**config.mk**
```make
export PLATFORM = sky130hd
export DESIGN_NAME = pmc_mode_ctrl
export DESIGN_NICKNAME = d
export VERILOG_FILES = /design/src/verilog/pmc_pkg.sv /design/src/verilog/pmc_mode_ctrl.sv /design/src/verilog/pmc_load_hist.sv
export VERILOG_INCLUDE_DIRS = /design/src /design/src/verilog
export SDC_FILE = /design/constraint.sdc
export NUM_CORES = 1
export LEC_CHECK = 0
export BUFFER_PORTS_ARGS = -buffer_cell sky130_fd_sc_hd__buf_2
export CORE_UTILIZATION = 45
export CTS_BUF_LIST = sky130_fd_sc_hd__clkbuf_2 sky130_fd_sc_hd__clkbuf_4 sky130_fd_sc_hd__clkbuf_8
export DETAILED_ROUTE_END_ITERATION = 8
export GPL_ROUTABILITY_DRIVEN = 0
export SLEW_MARGIN = 5
export SYNTH_ARGS = -nofsm -noshare
export SYNTH_HDL_FRONTEND = slang
export SYNTH_SLANG_ARGS = --single-unit
```
**constraint.sdc**
```tcl
create_clock -name clock -period 28 [get_ports clock]
set_input_delay 4.2 -clock clock [delete_from_list [all_inputs] [get_ports clock]]
set_output_delay 4.2 -clock clock [all_outputs]
set_load 0.03 [all_outputs]
```
**src/verilog/pmc_regs.svh**
```systemverilog
// Timing counts and fixed sizes of the operating-mode controller.
`ifndef PMC_REGS_SVH
`define PMC_REGS_SVH
`define PMC_CLK_HZ 20000000
`define PMC_CYC_PER_MS (`PMC_CLK_HZ / 1000)
`define PMC_BLINK_MIN_MS 3000
`define PMC_BLINK_MIN_CYC (`PMC_BLINK_MIN_MS * `PMC_CYC_PER_MS)
`define PMC_WATCHDOG_MS 100
`define PMC_WATCHDOG_CYC (`PMC_WATCHDOG_MS * `PMC_CYC_PER_MS)
`define PMC_LOAD_WINDOW_MS 100
`define PMC_LOAD_WINDOW_CYC (`PMC_LOAD_WINDOW_MS * `PMC_CYC_PER_MS)
`define PMC_LOAD_PCT_CYC (`PMC_LOAD_WINDOW_CYC / 100)
`define PMC_BLINK_HALF_MS 250
`define PMC_BLINK_HALF_CYC (`PMC_BLINK_HALF_MS * `PMC_CYC_PER_MS)
`define PMC_CYCLE_LIMIT_MIN_MS 8'h01
`define PMC_USER_MEM_WORDS 65536
`define PMC_BREAKPOINTS 3
`define PMC_STEP_MAX_BP 2
`define PMC_LOAD_HIST 10
`define PMC_LOAD_FULL 7'h64
`endif

```
**src/verilog/pmc_pkg.sv**
```systemverilog
// Types shared by the operating-mode controller.
package pmc_pkg;
  typedef enum logic [1:0] {
    PMC_MODE_STOP = 2'b00,
    PMC_MODE_STARTUP = 2'b01,
    PMC_MODE_RUN = 2'b10,
    PMC_MODE_HOLD = 2'b11
  } pmc_mode_t;
  typedef enum logic [2:0] {
    PMC_PH_IDLE = 3'b000,
    PMC_PH_CLR_IN = 3'b001,
    PMC_PH_STARTUP = 3'b010,
    PMC_PH_CLR_OUT = 3'b011,
    PMC_PH_READ_IN = 3'b100,
    PMC_PH_MAIN = 3'b101,
    PMC_PH_WRITE_OUT = 3'b110
  } pmc_phase_t;
endpackage : pmc_pkg

```
**src/verilog/pmc_mode_ctrl.sv**
```systemverilog
// Operating-mode controller: mode sequencing, supervision, indicators and load figures.
// Notes on behaviour
// - Always exactly one of stopped, starting up, running or held.
// - Stopped: no program execution, output inhibit active.
// - Entering stop keeps counters, timers, flags and process image.
// - Stop to run calls the start-up handler, unsupervised in time.
// - Output inhibit stays active throughout start-up.
// - Run indicator blinks at least 3 s from start-up begin, whatever follows; the code skips it if start-up stops or ends within its first two cycles.
// - Completed start-up handler moves the mode to running.
// - Clear input image, start-up handler, then release inhibit and clear outputs together, cycle.
// - Running cycle: read input image, main handler, write output image.
// - Running keeps program timers active and refreshes the image each cycle.
// - Running releases inhibit, run indicator on, stop indicator off.
// - Up to three breakpoints; reaching an active one enters hold.
// - Single step is refused when more than two breakpoints are defined.
// - Held: no code executes and program timers freeze.
// - Held: the real-time clock keeps advancing.
// - Held: inhibit active, links kept, run blinks, stop indicator on.
// - 100 ms watchdog and cycle supervisor (min 1 ms) force a defined stop.
// - Leaving run drives analog outputs to safe or substitute values.
// - Overall reset erases user memory; network address survives until power-on.
// - Load measured every 100 ms: last, average of ten, minimum, maximum.
`timescale 1ns/1ps
`include "pmc_regs.svh"
module pmc_mode_ctrl
  import pmc_pkg::*;
#(
  parameter int unsigned BLINK_MIN_CYC = `PMC_BLINK_MIN_CYC,
  parameter int unsigned WATCHDOG_CYC = `PMC_WATCHDOG_CYC,
  parameter int unsigned LOAD_WINDOW_CYC = `PMC_LOAD_WINDOW_CYC,
  parameter int unsigned LOAD_PCT_CYC = `PMC_LOAD_PCT_CYC,
  parameter int unsigned BLINK_HALF_CYC = `PMC_BLINK_HALF_CYC,
  parameter int unsigned CYC_PER_MS = `PMC_CYC_PER_MS,
  parameter int unsigned USER_MEM_WORDS = `PMC_USER_MEM_WORDS
) (
  // Clock and reset.
  input wire logic clock,
  input wire logic rst_b,
  // Mode requests and configuration.
  input wire logic run_request,
  input wire logic stop_request,
  input wire logic [7:0] cycle_limit_ms,
  input wire logic substitute_cfg,
  // Handler execution feedback.
  input wire logic startup_done,
  input wire logic startup_error,
  input wire logic main_done,
  input wire logic watchdog_kick,
  input wire logic cpu_busy,
  // Breakpoints.
  input wire logic [2:0] bp_defined,
  input wire logic [2:0] bp_active,
  input wire logic [2:0] bp_reached,
  input wire logic resume_cmd,
  input wire logic step_cmd,
  // Overall reset and network address.
  input wire logic overall_reset_req,
  input wire logic net_addr_load,
  input wire logic [31:0] net_addr_in,
  // Mode and sequencing outputs.
  output pmc_mode_t mode,
  output logic clear_input_image,
  output logic exec_startup,
  output logic clear_output_image,
  output logic read_input_image,
  output logic exec_main,
  output logic write_output_image,
  output logic program_timer_enable,
  output logic rtc_tick,
  output logic step_refused,
  // Outputs toward the I/O modules and indicators.
  output logic output_inhibit,
  output logic analog_safe,
  output logic analog_substitute,
  output logic run_indicator,
  output logic stop_indicator,
  // Supervision faults.
  output logic watchdog_fault,
  output logic cycle_fault,
  // User memory erase.
  output logic erase_we,
  output logic [15:0] erase_addr,
  output logic erase_busy,
  output logic [31:0] net_addr,
  // Load figures in percent.
  output logic [6:0] load_last,
  output logic [6:0] load_avg,
  output logic [6:0] load_min,
  output logic [6:0] load_max
);
  function automatic logic [1:0] bp_count(input logic [2:0] bits);
    bp_count = {1'b0, bits[0]} + {1'b0, bits[1]} + {1'b0, bits[2]};
  endfunction : bp_count

  pmc_mode_t mode_reg, mode_next;
  pmc_phase_t phase_reg, phase_next;
  logic fault_now;
  logic step_ok;
  logic [31:0] blink_min_reg;
  logic [31:0] blink_div_reg;
  logic blink_reg;
  logic [31:0] ms_div_reg;
  logic ms_tick;
  logic [31:0] wd_cnt_reg;
  logic [7:0] cyc_ms_reg;
  logic [7:0] limit_ms;
  logic [31:0] win_cnt_reg;
  logic [31:0] pct_sub_reg;
  logic [6:0] pct_reg;
  logic win_end;
  logic [3:0] hist_ptr_reg;
  logic [3:0] hist_fill_reg;
  logic [6:0] hist_old;
  logic [9:0] hist_sum_reg;
  logic [9:0] sum_next;
  logic [3:0] fill_next;
  logic first_sample_reg;

  assign step_ok = bp_count(bp_defined) <= 2'(`PMC_STEP_MAX_BP);
  assign step_refused = (mode_reg == PMC_MODE_HOLD) && step_cmd && !step_ok;
  assign limit_ms = (cycle_limit_ms < `PMC_CYCLE_LIMIT_MIN_MS) ? `PMC_CYCLE_LIMIT_MIN_MS :
                    cycle_limit_ms;
  // The watchdog only runs in running mode, so a long start-up handler never trips it.
  assign fault_now = (mode_reg == PMC_MODE_RUN) &&
                     ((wd_cnt_reg >= WATCHDOG_CYC - 1) || (cyc_ms_reg >= limit_ms));

  always_comb begin
    mode_next = mode_reg;
    phase_next = phase_reg;
    case (mode_reg)
      PMC_MODE_STOP: begin
        phase_next = PMC_PH_IDLE;
        if (run_request && !stop_request && !erase_busy) begin
          mode_next = PMC_MODE_STARTUP;
          phase_next = PMC_PH_CLR_IN;
        end
      end
      PMC_MODE_STARTUP: begin
        if (stop_request) begin
          mode_next = PMC_MODE_STOP;
          phase_next = PMC_PH_IDLE;
        end else if (phase_reg == PMC_PH_CLR_IN) begin
          phase_next = PMC_PH_STARTUP;
        end else if (startup_error) begin
          mode_next = PMC_MODE_STOP;
          phase_next = PMC_PH_IDLE;
        end else if (startup_done) begin
          mode_next = PMC_MODE_RUN;
          phase_next = PMC_PH_CLR_OUT;
        end
      end
      PMC_MODE_RUN: begin
        if (stop_request || fault_now) begin
          mode_next = PMC_MODE_STOP;
          phase_next = PMC_PH_IDLE;
        end else if (phase_reg == PMC_PH_MAIN && (bp_reached & bp_active) != 3'h0) begin
          mode_next = PMC_MODE_HOLD;
        end else begin
          case (phase_reg)
            PMC_PH_CLR_OUT: phase_next = PMC_PH_READ_IN;
            PMC_PH_READ_IN: phase_next = PMC_PH_MAIN;
            PMC_PH_MAIN: phase_next = main_done ? PMC_PH_WRITE_OUT : PMC_PH_MAIN;
            PMC_PH_WRITE_OUT: phase_next = PMC_PH_READ_IN;
            default: phase_next = PMC_PH_READ_IN;
          endcase
        end
      end
      PMC_MODE_HOLD: begin
        if (stop_request) begin
          mode_next = PMC_MODE_STOP;
          phase_next = PMC_PH_IDLE;
        end else if (resume_cmd || (step_cmd && step_ok)) begin
          mode_next = PMC_MODE_RUN;
        end
      end
      default: begin
        mode_next = PMC_MODE_STOP;
        phase_next = PMC_PH_IDLE;
      end
    endcase
  end

  // Entering stop clears nothing, so images and program state stay as they were.
  always_ff @(posedge clock or negedge rst_b) begin
    if (!rst_b) begin
      mode_reg <= PMC_MODE_STOP;
      phase_reg <= PMC_PH_IDLE;
    end else begin
      mode_reg <= mode_next;
      phase_reg <= phase_next;
    end
  end

  assign mode = mode_reg;
  assign clear_input_image = (phase_reg == PMC_PH_CLR_IN);
  assign exec_startup = (mode_reg == PMC_MODE_STARTUP) && (phase_reg == PMC_PH_STARTUP);
  assign clear_output_image = (mode_reg == PMC_MODE_RUN) && (phase_reg == PMC_PH_CLR_OUT);
  assign read_input_image = (mode_reg == PMC_MODE_RUN) && (phase_reg == PMC_PH_READ_IN);
  assign exec_main = (mode_reg == PMC_MODE_RUN) && (phase_reg == PMC_PH_MAIN);
  assign write_output_image = (mode_reg == PMC_MODE_RUN) && (phase_reg == PMC_PH_WRITE_OUT);
  assign program_timer_enable = (mode_reg == PMC_MODE_RUN);

  // Inhibit is lifted only in running mode; configured links are not touched in hold.
  always_ff @(posedge clock or negedge rst_b) begin
    if (!rst_b) begin
      output_inhibit <= 1'b1;
      analog_safe <= 1'b1;
      analog_substitute <= 1'b0;
    end else begin
      output_inhibit <= (mode_next != PMC_MODE_RUN);
      analog_safe <= (mode_next != PMC_MODE_RUN);
      analog_substitute <= (mode_next != PMC_MODE_RUN) && substitute_cfg;
    end
  end

  // Free-running millisecond tick; it never stops, so the real-time clock advances in hold.
  always_ff @(posedge clock or negedge rst_b) begin
    if (!rst_b) begin
      ms_div_reg <= 32'h0;
    end else if (ms_div_reg >= CYC_PER_MS - 1) begin
      ms_div_reg <= 32'h0;
    end else begin
      ms_div_reg <= ms_div_reg + 32'h1;
    end
  end
  assign ms_tick = (ms_div_reg >= CYC_PER_MS - 1);
  assign rtc_tick = ms_tick;

  // Watchdog and cycle-time supervision; while held the watchdog count is cleared and the cycle time freezes.
  always_ff @(posedge clock or negedge rst_b) begin
    if (!rst_b) begin
      wd_cnt_reg <= 32'h0;
    end else if (mode_reg != PMC_MODE_RUN || watchdog_kick) begin
      wd_cnt_reg <= 32'h0;
    end else begin
      wd_cnt_reg <= wd_cnt_reg + 32'h1;
    end
  end
  always_ff @(posedge clock or negedge rst_b) begin
    if (!rst_b) begin
      cyc_ms_reg <= 8'h00;
    end else if (mode_reg != PMC_MODE_RUN && mode_reg != PMC_MODE_HOLD) begin
      cyc_ms_reg <= 8'h00;
    end else if (read_input_image) begin
      cyc_ms_reg <= 8'h00;
    end else if (mode_reg == PMC_MODE_RUN && ms_tick && cyc_ms_reg != 8'hff) begin
      cyc_ms_reg <= cyc_ms_reg + 8'h01;
    end
  end
  always_ff @(posedge clock or negedge rst_b) begin
    if (!rst_b) begin
      watchdog_fault <= 1'b0;
      cycle_fault <= 1'b0;
    end else begin
      if (fault_now && wd_cnt_reg >= WATCHDOG_CYC - 1) begin
        watchdog_fault <= 1'b1;
      end else if (mode_reg == PMC_MODE_STOP && run_request) begin
        watchdog_fault <= 1'b0;
      end
      if (fault_now && cyc_ms_reg >= limit_ms) begin
        cycle_fault <= 1'b1;
      end else if (mode_reg == PMC_MODE_STOP && run_request) begin
        cycle_fault <= 1'b0;
      end
    end
  end

  // Indicators: the minimum blink time runs on after a stop or finish that comes later than the first start-up handler cycle.
  always_ff @(posedge clock or negedge rst_b) begin
    if (!rst_b) begin
      blink_min_reg <= 32'h0;
    end else if (exec_startup && phase_reg != PMC_PH_IDLE && blink_min_reg == 32'h0 &&
                 mode_reg == PMC_MODE_STARTUP && phase_next == PMC_PH_STARTUP) begin
      blink_min_reg <= BLINK_MIN_CYC;
    end else if (blink_min_reg != 32'h0) begin
      blink_min_reg <= blink_min_reg - 32'h1;
    end
  end
  always_ff @(posedge clock or negedge rst_b) begin
    if (!rst_b) begin
      blink_div_reg <= 32'h0;
      blink_reg <= 1'b0;
    end else if (blink_div_reg >= BLINK_HALF_CYC - 1) begin
      blink_div_reg <= 32'h0;
      blink_reg <= !blink_reg;
    end else begin
      blink_div_reg <= blink_div_reg + 32'h1;
    end
  end
  always_ff @(posedge clock or negedge rst_b) begin
    if (!rst_b) begin
      run_indicator <= 1'b0;
      stop_indicator <= 1'b1;
    end else begin
      if (blink_min_reg > 32'h1 || mode_reg == PMC_MODE_STARTUP ||
          mode_reg == PMC_MODE_HOLD) begin
        run_indicator <= blink_reg;
      end else begin
        run_indicator <= (mode_reg == PMC_MODE_RUN);
      end
      stop_indicator <= (mode_reg == PMC_MODE_STOP) || (mode_reg == PMC_MODE_HOLD);
    end
  end

  // Overall reset sweeps user memory; the network address register is left alone.
  always_ff @(posedge clock or negedge rst_b) begin
    if (!rst_b) begin
      erase_busy <= 1'b0;
      erase_addr <= 16'h0000;
    end else if (!erase_busy) begin
      erase_addr <= 16'h0000;
      if (overall_reset_req && mode_reg == PMC_MODE_STOP) begin
        erase_busy <= 1'b1;
      end
    end else if ({16'h0000, erase_addr} >= USER_MEM_WORDS - 1) begin
      erase_busy <= 1'b0;
      erase_addr <= 16'h0000;
    end else begin
      erase_addr <= erase_addr + 16'h0001;
    end
  end
  assign erase_we = erase_busy;
  always_ff @(posedge clock or negedge rst_b) begin
    if (!rst_b) begin
      net_addr <= 32'h0;
    end else if (net_addr_load) begin
      net_addr <= net_addr_in;
    end
  end

  // Load: every LOAD_PCT_CYC busy cycles within a window count one percent.
  assign win_end = (win_cnt_reg >= LOAD_WINDOW_CYC - 1);
  always_ff @(posedge clock or negedge rst_b) begin
    if (!rst_b) begin
      win_cnt_reg <= 32'h0;
      pct_sub_reg <= 32'h0;
      pct_reg <= 7'h00;
    end else if (win_end) begin
      win_cnt_reg <= 32'h0;
      pct_sub_reg <= 32'h0;
      pct_reg <= 7'h00;
    end else begin
      win_cnt_reg <= win_cnt_reg + 32'h1;
      if (cpu_busy) begin
        if (pct_sub_reg >= LOAD_PCT_CYC - 1) begin
          pct_sub_reg <= 32'h0;
          if (pct_reg < `PMC_LOAD_FULL) begin
            pct_reg <= pct_reg + 7'h01;
          end
        end else begin
          pct_sub_reg <= pct_sub_reg + 32'h1;
        end
      end
    end
  end

  pmc_load_hist u_hist (
    .clock(clock),
    .wr_en(win_end),
    .wr_addr(hist_ptr_reg),
    .wr_data(pct_reg),
    .rd_addr(hist_ptr_reg),
    .rd_data(hist_old)
  );

  // The oldest sample is read back before it is overwritten, so the sum stays exact.
  assign sum_next = hist_sum_reg + {3'h0, pct_reg} -
                    ((hist_fill_reg == 4'(`PMC_LOAD_HIST)) ? {3'h0, hist_old} : 10'h000);
  assign fill_next = (hist_fill_reg == 4'(`PMC_LOAD_HIST)) ? hist_fill_reg :
                     hist_fill_reg + 4'h1;
  always_ff @(posedge clock or negedge rst_b) begin
    if (!rst_b) begin
      hist_ptr_reg <= 4'h0;
      hist_fill_reg <= 4'h0;
      hist_sum_reg <= 10'h000;
      first_sample_reg <= 1'b1;
      load_last <= 7'h00;
      load_avg <= 7'h00;
      load_min <= 7'h00;
      load_max <= 7'h00;
    end else if (win_end) begin
      hist_ptr_reg <= (hist_ptr_reg == 4'(`PMC_LOAD_HIST - 1)) ? 4'h0 : hist_ptr_reg + 4'h1;
      hist_fill_reg <= fill_next;
      hist_sum_reg <= sum_next;
      first_sample_reg <= 1'b0;
      load_last <= pct_reg;
      load_avg <= 7'(sum_next / {6'h00, fill_next});
      if (first_sample_reg || pct_reg < load_min) begin
        load_min <= pct_reg;
      end
      if (first_sample_reg || pct_reg > load_max) begin
        load_max <= pct_reg;
      end
    end
  end
endmodule : pmc_mode_ctrl

```
**src/verilog/pmc_load_hist.sv**
```systemverilog
// Ten-entry history memory of load samples with registered read data.
`timescale 1ns/1ps
`include "pmc_regs.svh"
module pmc_load_hist (
  // Clock.
  input wire logic clock,
  // Write side.
  input wire logic wr_en,
  input wire logic [3:0] wr_addr,
  input wire logic [6:0] wr_data,
  // Read side.
  input wire logic [3:0] rd_addr,
  output logic [6:0] rd_data
);
  logic [6:0] mem [0:`PMC_LOAD_HIST-1];
  always_ff @(posedge clock) begin
    if (wr_en) begin
      mem[wr_addr] <= wr_data;
    end
  end
  always_ff @(posedge clock) begin
    rd_data <= mem[rd_addr];
  end
endmodule : pmc_load_hist

```
# Word level (Yosys, flattened, before mapping)
# Memories as Yosys holds them, arrays and structs flattened. A register that Yosys moved wholly into a read port is not among the register bits.
# Index checks and enable logic that the tools add are counted.
[word_totals]
ff_bits = 315
latchBits = 0
mem_bits_rw = 70
mem_bits_ro = 0
in_bits = 63
out_inout_bits = 96
word_cells = 179
memories = 1
[op_classes]
add_sub_neg = 15
multipliers = 0
n_div = 1
magnitude_cmp = 13
n_eq_ne = 16
shifts = 0
n_mux = 52
bitwise_logic = 1
reduce_logical = 52
[memory_table]
columns = ["name", "words", "width", "rd", "rd_ports_with_merged_regs", "write_ports", "line_no", "source"]
rows = [
  ["u_hist.mem", 10, 7, 1, 1, 1, "pmc_load_hist.sv:15", "logic [6:0] mem [0:`PMC_LOAD_HIST-1];"],
]
[op_table]
columns = ["operator", "n"]
rows = [
  ["32-bit 2-to-1 mux", 9],
  ["32-bit by 1-bit adder with 32-bit output, second input constant", 5],
  ["32-bit by 15-bit greater-or-equal comparator with 1-bit output, second input constant", 2],
  ["32-bit by 21-bit greater-or-equal comparator with 1-bit output, second input constant", 2],
  ["7-bit 2-to-1 mux", 5],
  ["32-bit by 23-bit greater-or-equal comparator with 1-bit output, second input constant", 1],
  ["32-bit by 1-bit greater-than comparator with 1-bit output, second input constant", 1],
  ["32-bit logical NOT", 1],
  ["16-bit 2-to-1 mux", 2],
  ["8-bit 2-to-1 mux", 4],
  ["32-bit nonzero test", 1],
  ["32-bit by 1-bit subtractor with 32-bit output, second input constant", 1],
  ["1-bit logical AND", 24],
  ["3-bit 2-to-1 mux", 7],
  ["2-bit 2-to-1 mux", 10],
  ["16-bit by 1-bit adder with 16-bit output, second input constant", 1],
  ["16-bit greater-or-equal comparator, second input constant", 1],
  ["3-bit one-hot mux with 4 select lines", 1],
  ["2-bit nonzero test", 6],
  ["10-bit by 7-bit adder with 10-bit output", 1],
  ["10-bit by 4-bit divider with 10-bit output", 1],
  ["1-bit 2-to-1 mux", 10],
  ["10-bit by 7-bit subtractor with 10-bit output", 1],
  ["3-bit by 2-bit equality test with 1-bit output, second input constant", 3],
  ["other kinds (28)", 50],
]

# Logic depth before layout (Yosys ltp)
[depth]
ltp_word = 11
mapped_depth = 87
depth_no_buf = 85

# Cells and area by module
# From an unflattened synthesis, not the netlist that was laid out.
[unflattened]
cells_unflattened = 1842
area_unflattened_um2 = 19637.6
[by_module_without_submodules]
columns = ["module", "n_inst", "cells_each", "area_each_um2", "seq_area_each_um2"]
rows = [
  ["pmc_mode_ctrl", 1, 1677, 16644.7, 7886.3],
  ["pmc_load_hist", 1, 165, 2992.9, 2242.2],
]

# Least setup slack after synthesis
# No wires, ideal clock.
[synth_timing]
path_kind = "register to register"
start = "register hist_fill_reg[0]"
end = "register load_avg[0]"
setup_time_ps = 148
arrival_time_ps = 16597
required_ps = 27852
path_slack_ps = 11254
path_stages_with_launch = 84
n_path_buf = 2
period_less_slack_ps = 16746
path_cell_list = "dfrtp_1 inv_1 ha_1 nand2_1 nor2_1 and2_1 fa_1 inv_1 ha_1 and2_4 a221o_1 a21o_1 o21a_1 or2_2 inv_1 ha_1 a32oi_1 ha_1 [... 48 more ...] o211ai_1 nor2_4 mux2i_1 ha_1 o21a_1 o21ai_0 nand2b_1 a21oi_1 inv_1 a2111o_1 nor3_4 mux2_4 ha_1 nor2b_1 o21ai_0 and3b_1 o211a_1 o221ai_1"
[synth_between]
elab_chain_len = 4
elab_cells_between_ends = 6
cone_classes = "add/sub (2); div (1); eq/ne (1); mux (2)"
[synth_rtl]
columns = ["element", "line_no", "source"]
rows = [
  ["from (decl)", "pmc_mode_ctrl.sv:112", "logic [3:0] hist_fill_reg;"],
  ["from (signal assigned)", "pmc_mode_ctrl.sv:383", "hist_fill_reg <= fill_next;"],
  ["4-bit equality test", "pmc_mode_ctrl.sv:368", "((hist_fill_reg == 4'(`PMC_LOAD_HIST)) ? {3'h0, hist_old} : 10'h000);"],
  ["7-bit 2-to-1 mux", "pmc_mode_ctrl.sv:368", ""],
  ["10-bit by 7-bit subtractor with 10-bit output", "pmc_mode_ctrl.sv:367", "assign sum_next = hist_sum_reg + {3'h0, pct_reg} -"],
  ["named net sum_next[9]", "pmc_mode_ctrl.sv:115", "logic [9:0] sum_next;"],
  ["10-bit by 4-bit divider with 10-bit output", "pmc_mode_ctrl.sv:387", "load_avg <= 7'(sum_next / {6'h00, fill_next});"],
  ["to (signal assigned)", "pmc_mode_ctrl.sv:387", ""],
  ["to (decl)", "pmc_mode_ctrl.sv:87", "output logic [6:0] load_avg,"],
]
# The timed path passes the listed nets, and every way through them passes these cells.
# A chain may end at the register's enable or synchronous reset.

# Worst setup path in the final report
# Same ends and word-level chain as after synthesis.

==> flow_summary.yaml <==
yosys:
  syn_area_sq_um: 19500
  avgSynthCellArea_sq_um: 10.7
  ys.flop_type: "dfrtp_1"
  syn_inst: 1835
  synth_warnings: 0
  synth_top_cell_by_area: "dfrtp_1"
  yosysMostFrequentCell: "dfrtp_1"
  async_reset_ff_frac: 0.804
  ys_types: 97
  synth_edf_count: 70
  yosysTopAreaCellShare: 0.399
  yosys-top-cells-count: "dfrtp_1 (312), nor2_1 (236), nand2_1 (134)"
  yosysSeqAreaShare: 0.518
  yosys-top-cells-area: "dfrtp_1 (40%), edfxtp_1 (11%), ha_1 (5.3%)"
  ys_seq_elements: 392
global_route:
  grt_pass1_wl_mm: 68.8
  grt_pass1_vias: 13881
  busiest_layer: "met2"
  globalRouteMet1Util: 0.256
  grt-ovfl-total: 0
  gr-usage-met3: 0.0362
  grt_max_degree: 132
  grtUsageTotal: 0.190
  antenna_found_initial: 0
  grtUsageMet2: 0.302
clock_tree:
  cts_tree: "built"
  clockBufferDepth: 3
  path_clk_slew_ps: 70
  ctsHoldBuffers: 0
  cts_made_buffers: 70
  clk_latency_ps: 610
  cts.repair.resized: 0
  clock-root-buffer: "clkbuf_8"
  htreeDepth: 3
  postCtsSetupBuffers: 0
  clock-sinks: 392
sta:
  slew_violations: 0
  setup_viol: 0
  hold_viol: 0
  finalClockSkew_ps: 29.0
  timing.final.crit_share: 0.679
  min_period_ps: 19020
  tns_ps: 0
  tightest_slew_ps: 1170
  fmax_mhz: 52.6
  max-slew-margin-rel: 0.214
  rsz0062_at_grt: "no"
setup_path:
  cpMostUsedCell: "o21a_1"
  cpPeakStageDelay_ps: 520
  rrSetupSlack_ps: 8980
  cp.required_ps: 28480
  crit_fanout: 8
  cp-end-kind: "flop"
  startpoint_type: "flop"
  crit_slowest_cell: "o31ai_1"
  worstSetupPathType: "reg2reg"
  crit_arrival_ps: 19500
flow_run:
  max_cap_violations: 0
final_layout:
  largest_register_ffs: 70
  largest-register: "u_hist.mem"
  area_delta_synth_final_pct: 15.7
  nNetsFinal: 2219
  layout-drive-gt1-share: 0.191
  n_antenna_cell: 0
  fillers: 3900
  final_cell_area_sq_um: 22600
detailed_routing:
  vias_per_cell: 5.17
  routed_wl_mm: 40.4
  wl_per_cell_um: 15.0
  dr.pass1.iters: 5
  vias: 13948
  remaining_drc_errors: 0
  drt-initial-drc-count: 735
  ant_nets: 0
floorplan:
  start_util: 0.461
  dieArea_sq_um: 44300
  core.rowCount: 75
  core_area_sq_um: 42400
  die_x_um: 210
  num_io_pins: 159
  fp.dieH_um: 210
status:
  status: "complete, no violations"
place:
  port_buffers: 158
  hpwl_mm: 27.4
  place_area_sq_um: 21100
hold_path:
  min_path_type: "reg2reg"
-- critical path, delay by kind of cell (launching register included) --
kind                     cells  cell delay, ps
AND/OR/NAND/NOR             20            4930
multiplexers                 4            1300
AO/OA/AOI/OAI               38            8040
adder cells (fa/ha/maj)     13            3810
flip-flops                   1             450
buffers and inverters        5             360
-- routing by layer --
layer	vias up	routed length (um)	part of all wire
met5	-	0	0
met3	87	1710	0.042
li1	6855	-	-
met1	6730	18900	0.47
met4	0	1100	0.027
met2	276	18700	0.46
-- layout by cell type, fill, tap and decap left out, drive strengths merged, types with 17 or more instances in the layout --
| cell type | n |
|---|---|
| mux2 | 53 |
| o21a | 25 |
| nor2 | 237 |
| conb | 37 |
| or3 | 17 |
| ha | 83 |
| o21ai | 90 |
| inv | 96 |
| edfxtp | 70 |
| clkbuf | 106 |
| and3 | 39 |
| nor4 | 25 |
| buf | 172 |
| a21oi | 65 |
| nor2b | 23 |
| and2 | 27 |
| nand2 | 134 |
| xnor2 | 64 |
| dfrtp | 312 |
| nand2b | 18 |
| xor2 | 76 |
| nand3 | 66 |
| nand4 | 27 |
| mux2i | 18 |
| nor3 | 46 |
-- final timing paths --
kind                                   from          endpoint  cells after the start
setup reg to reg           hist_fill_reg[0]       load_avg[0]                     80
hold / removal             first_sample_reg  first_sample_reg                      2
hold reg to reg            first_sample_reg  first_sample_reg                      2
max in group asynchronous             rst_b       load_min[6]                      3
min in group asynchronous             rst_b    wd_cnt_reg[28]                      1
setup / recovery           hist_fill_reg[0]       load_avg[0]                     80
-- kinds of logic (layout without fill, tap and decap cells) --
kind of cell | count (synthesis) | after routing | synth area share
AOI/OAI and AO/OA | 283 | 283 | 0.0967
xor gates and xnor gates | 140 | 140 | 0.0631
adders and majority gates | 91 | 91 | 0.0613
buffers and inverters | 145 | 395 | 0.0293
DFF | 392 | 392 | 0.518
muxes | 85 | 85 | 0.0572
other | 1 | 37 | 0.000192
and+or+nand+nor | 698 | 698 | 0.174
-- per-stage QoR --
| step | hold WS, ps | util | cells | setup slack, ps |
|---|---|---|---|---|
| after floorplan | 428 | - | 1871 | 11250 |
| after global routing | 465 | 0.533 | 2698 | 7470 |
| after global placement | 448 | 0.498 | 2570 | 9930 |
| after CTS | 459 | 0.533 | 2698 | 9160 |
| final | 456 | 0.533 | 2698 | 8980 |
| after detailed placement | 450 | 0.498 | 2570 | 9180 |
-- layout make-up --
class	count	area, sq um	area share
timing repair buffer	172	906	0.0401
inverter	95	357	0.0158
tap	577	722	0.0319
clock buffer	106	1320	0.0581
clock inverter	22	198	0.00874
sequential	392	10100	0.448
multi-input combinational	1334	8990	0.398
Power is left out: the tool's default activity adds up to more than one toggle a clock period on the data nets, which glitch-free logic cannot reach.
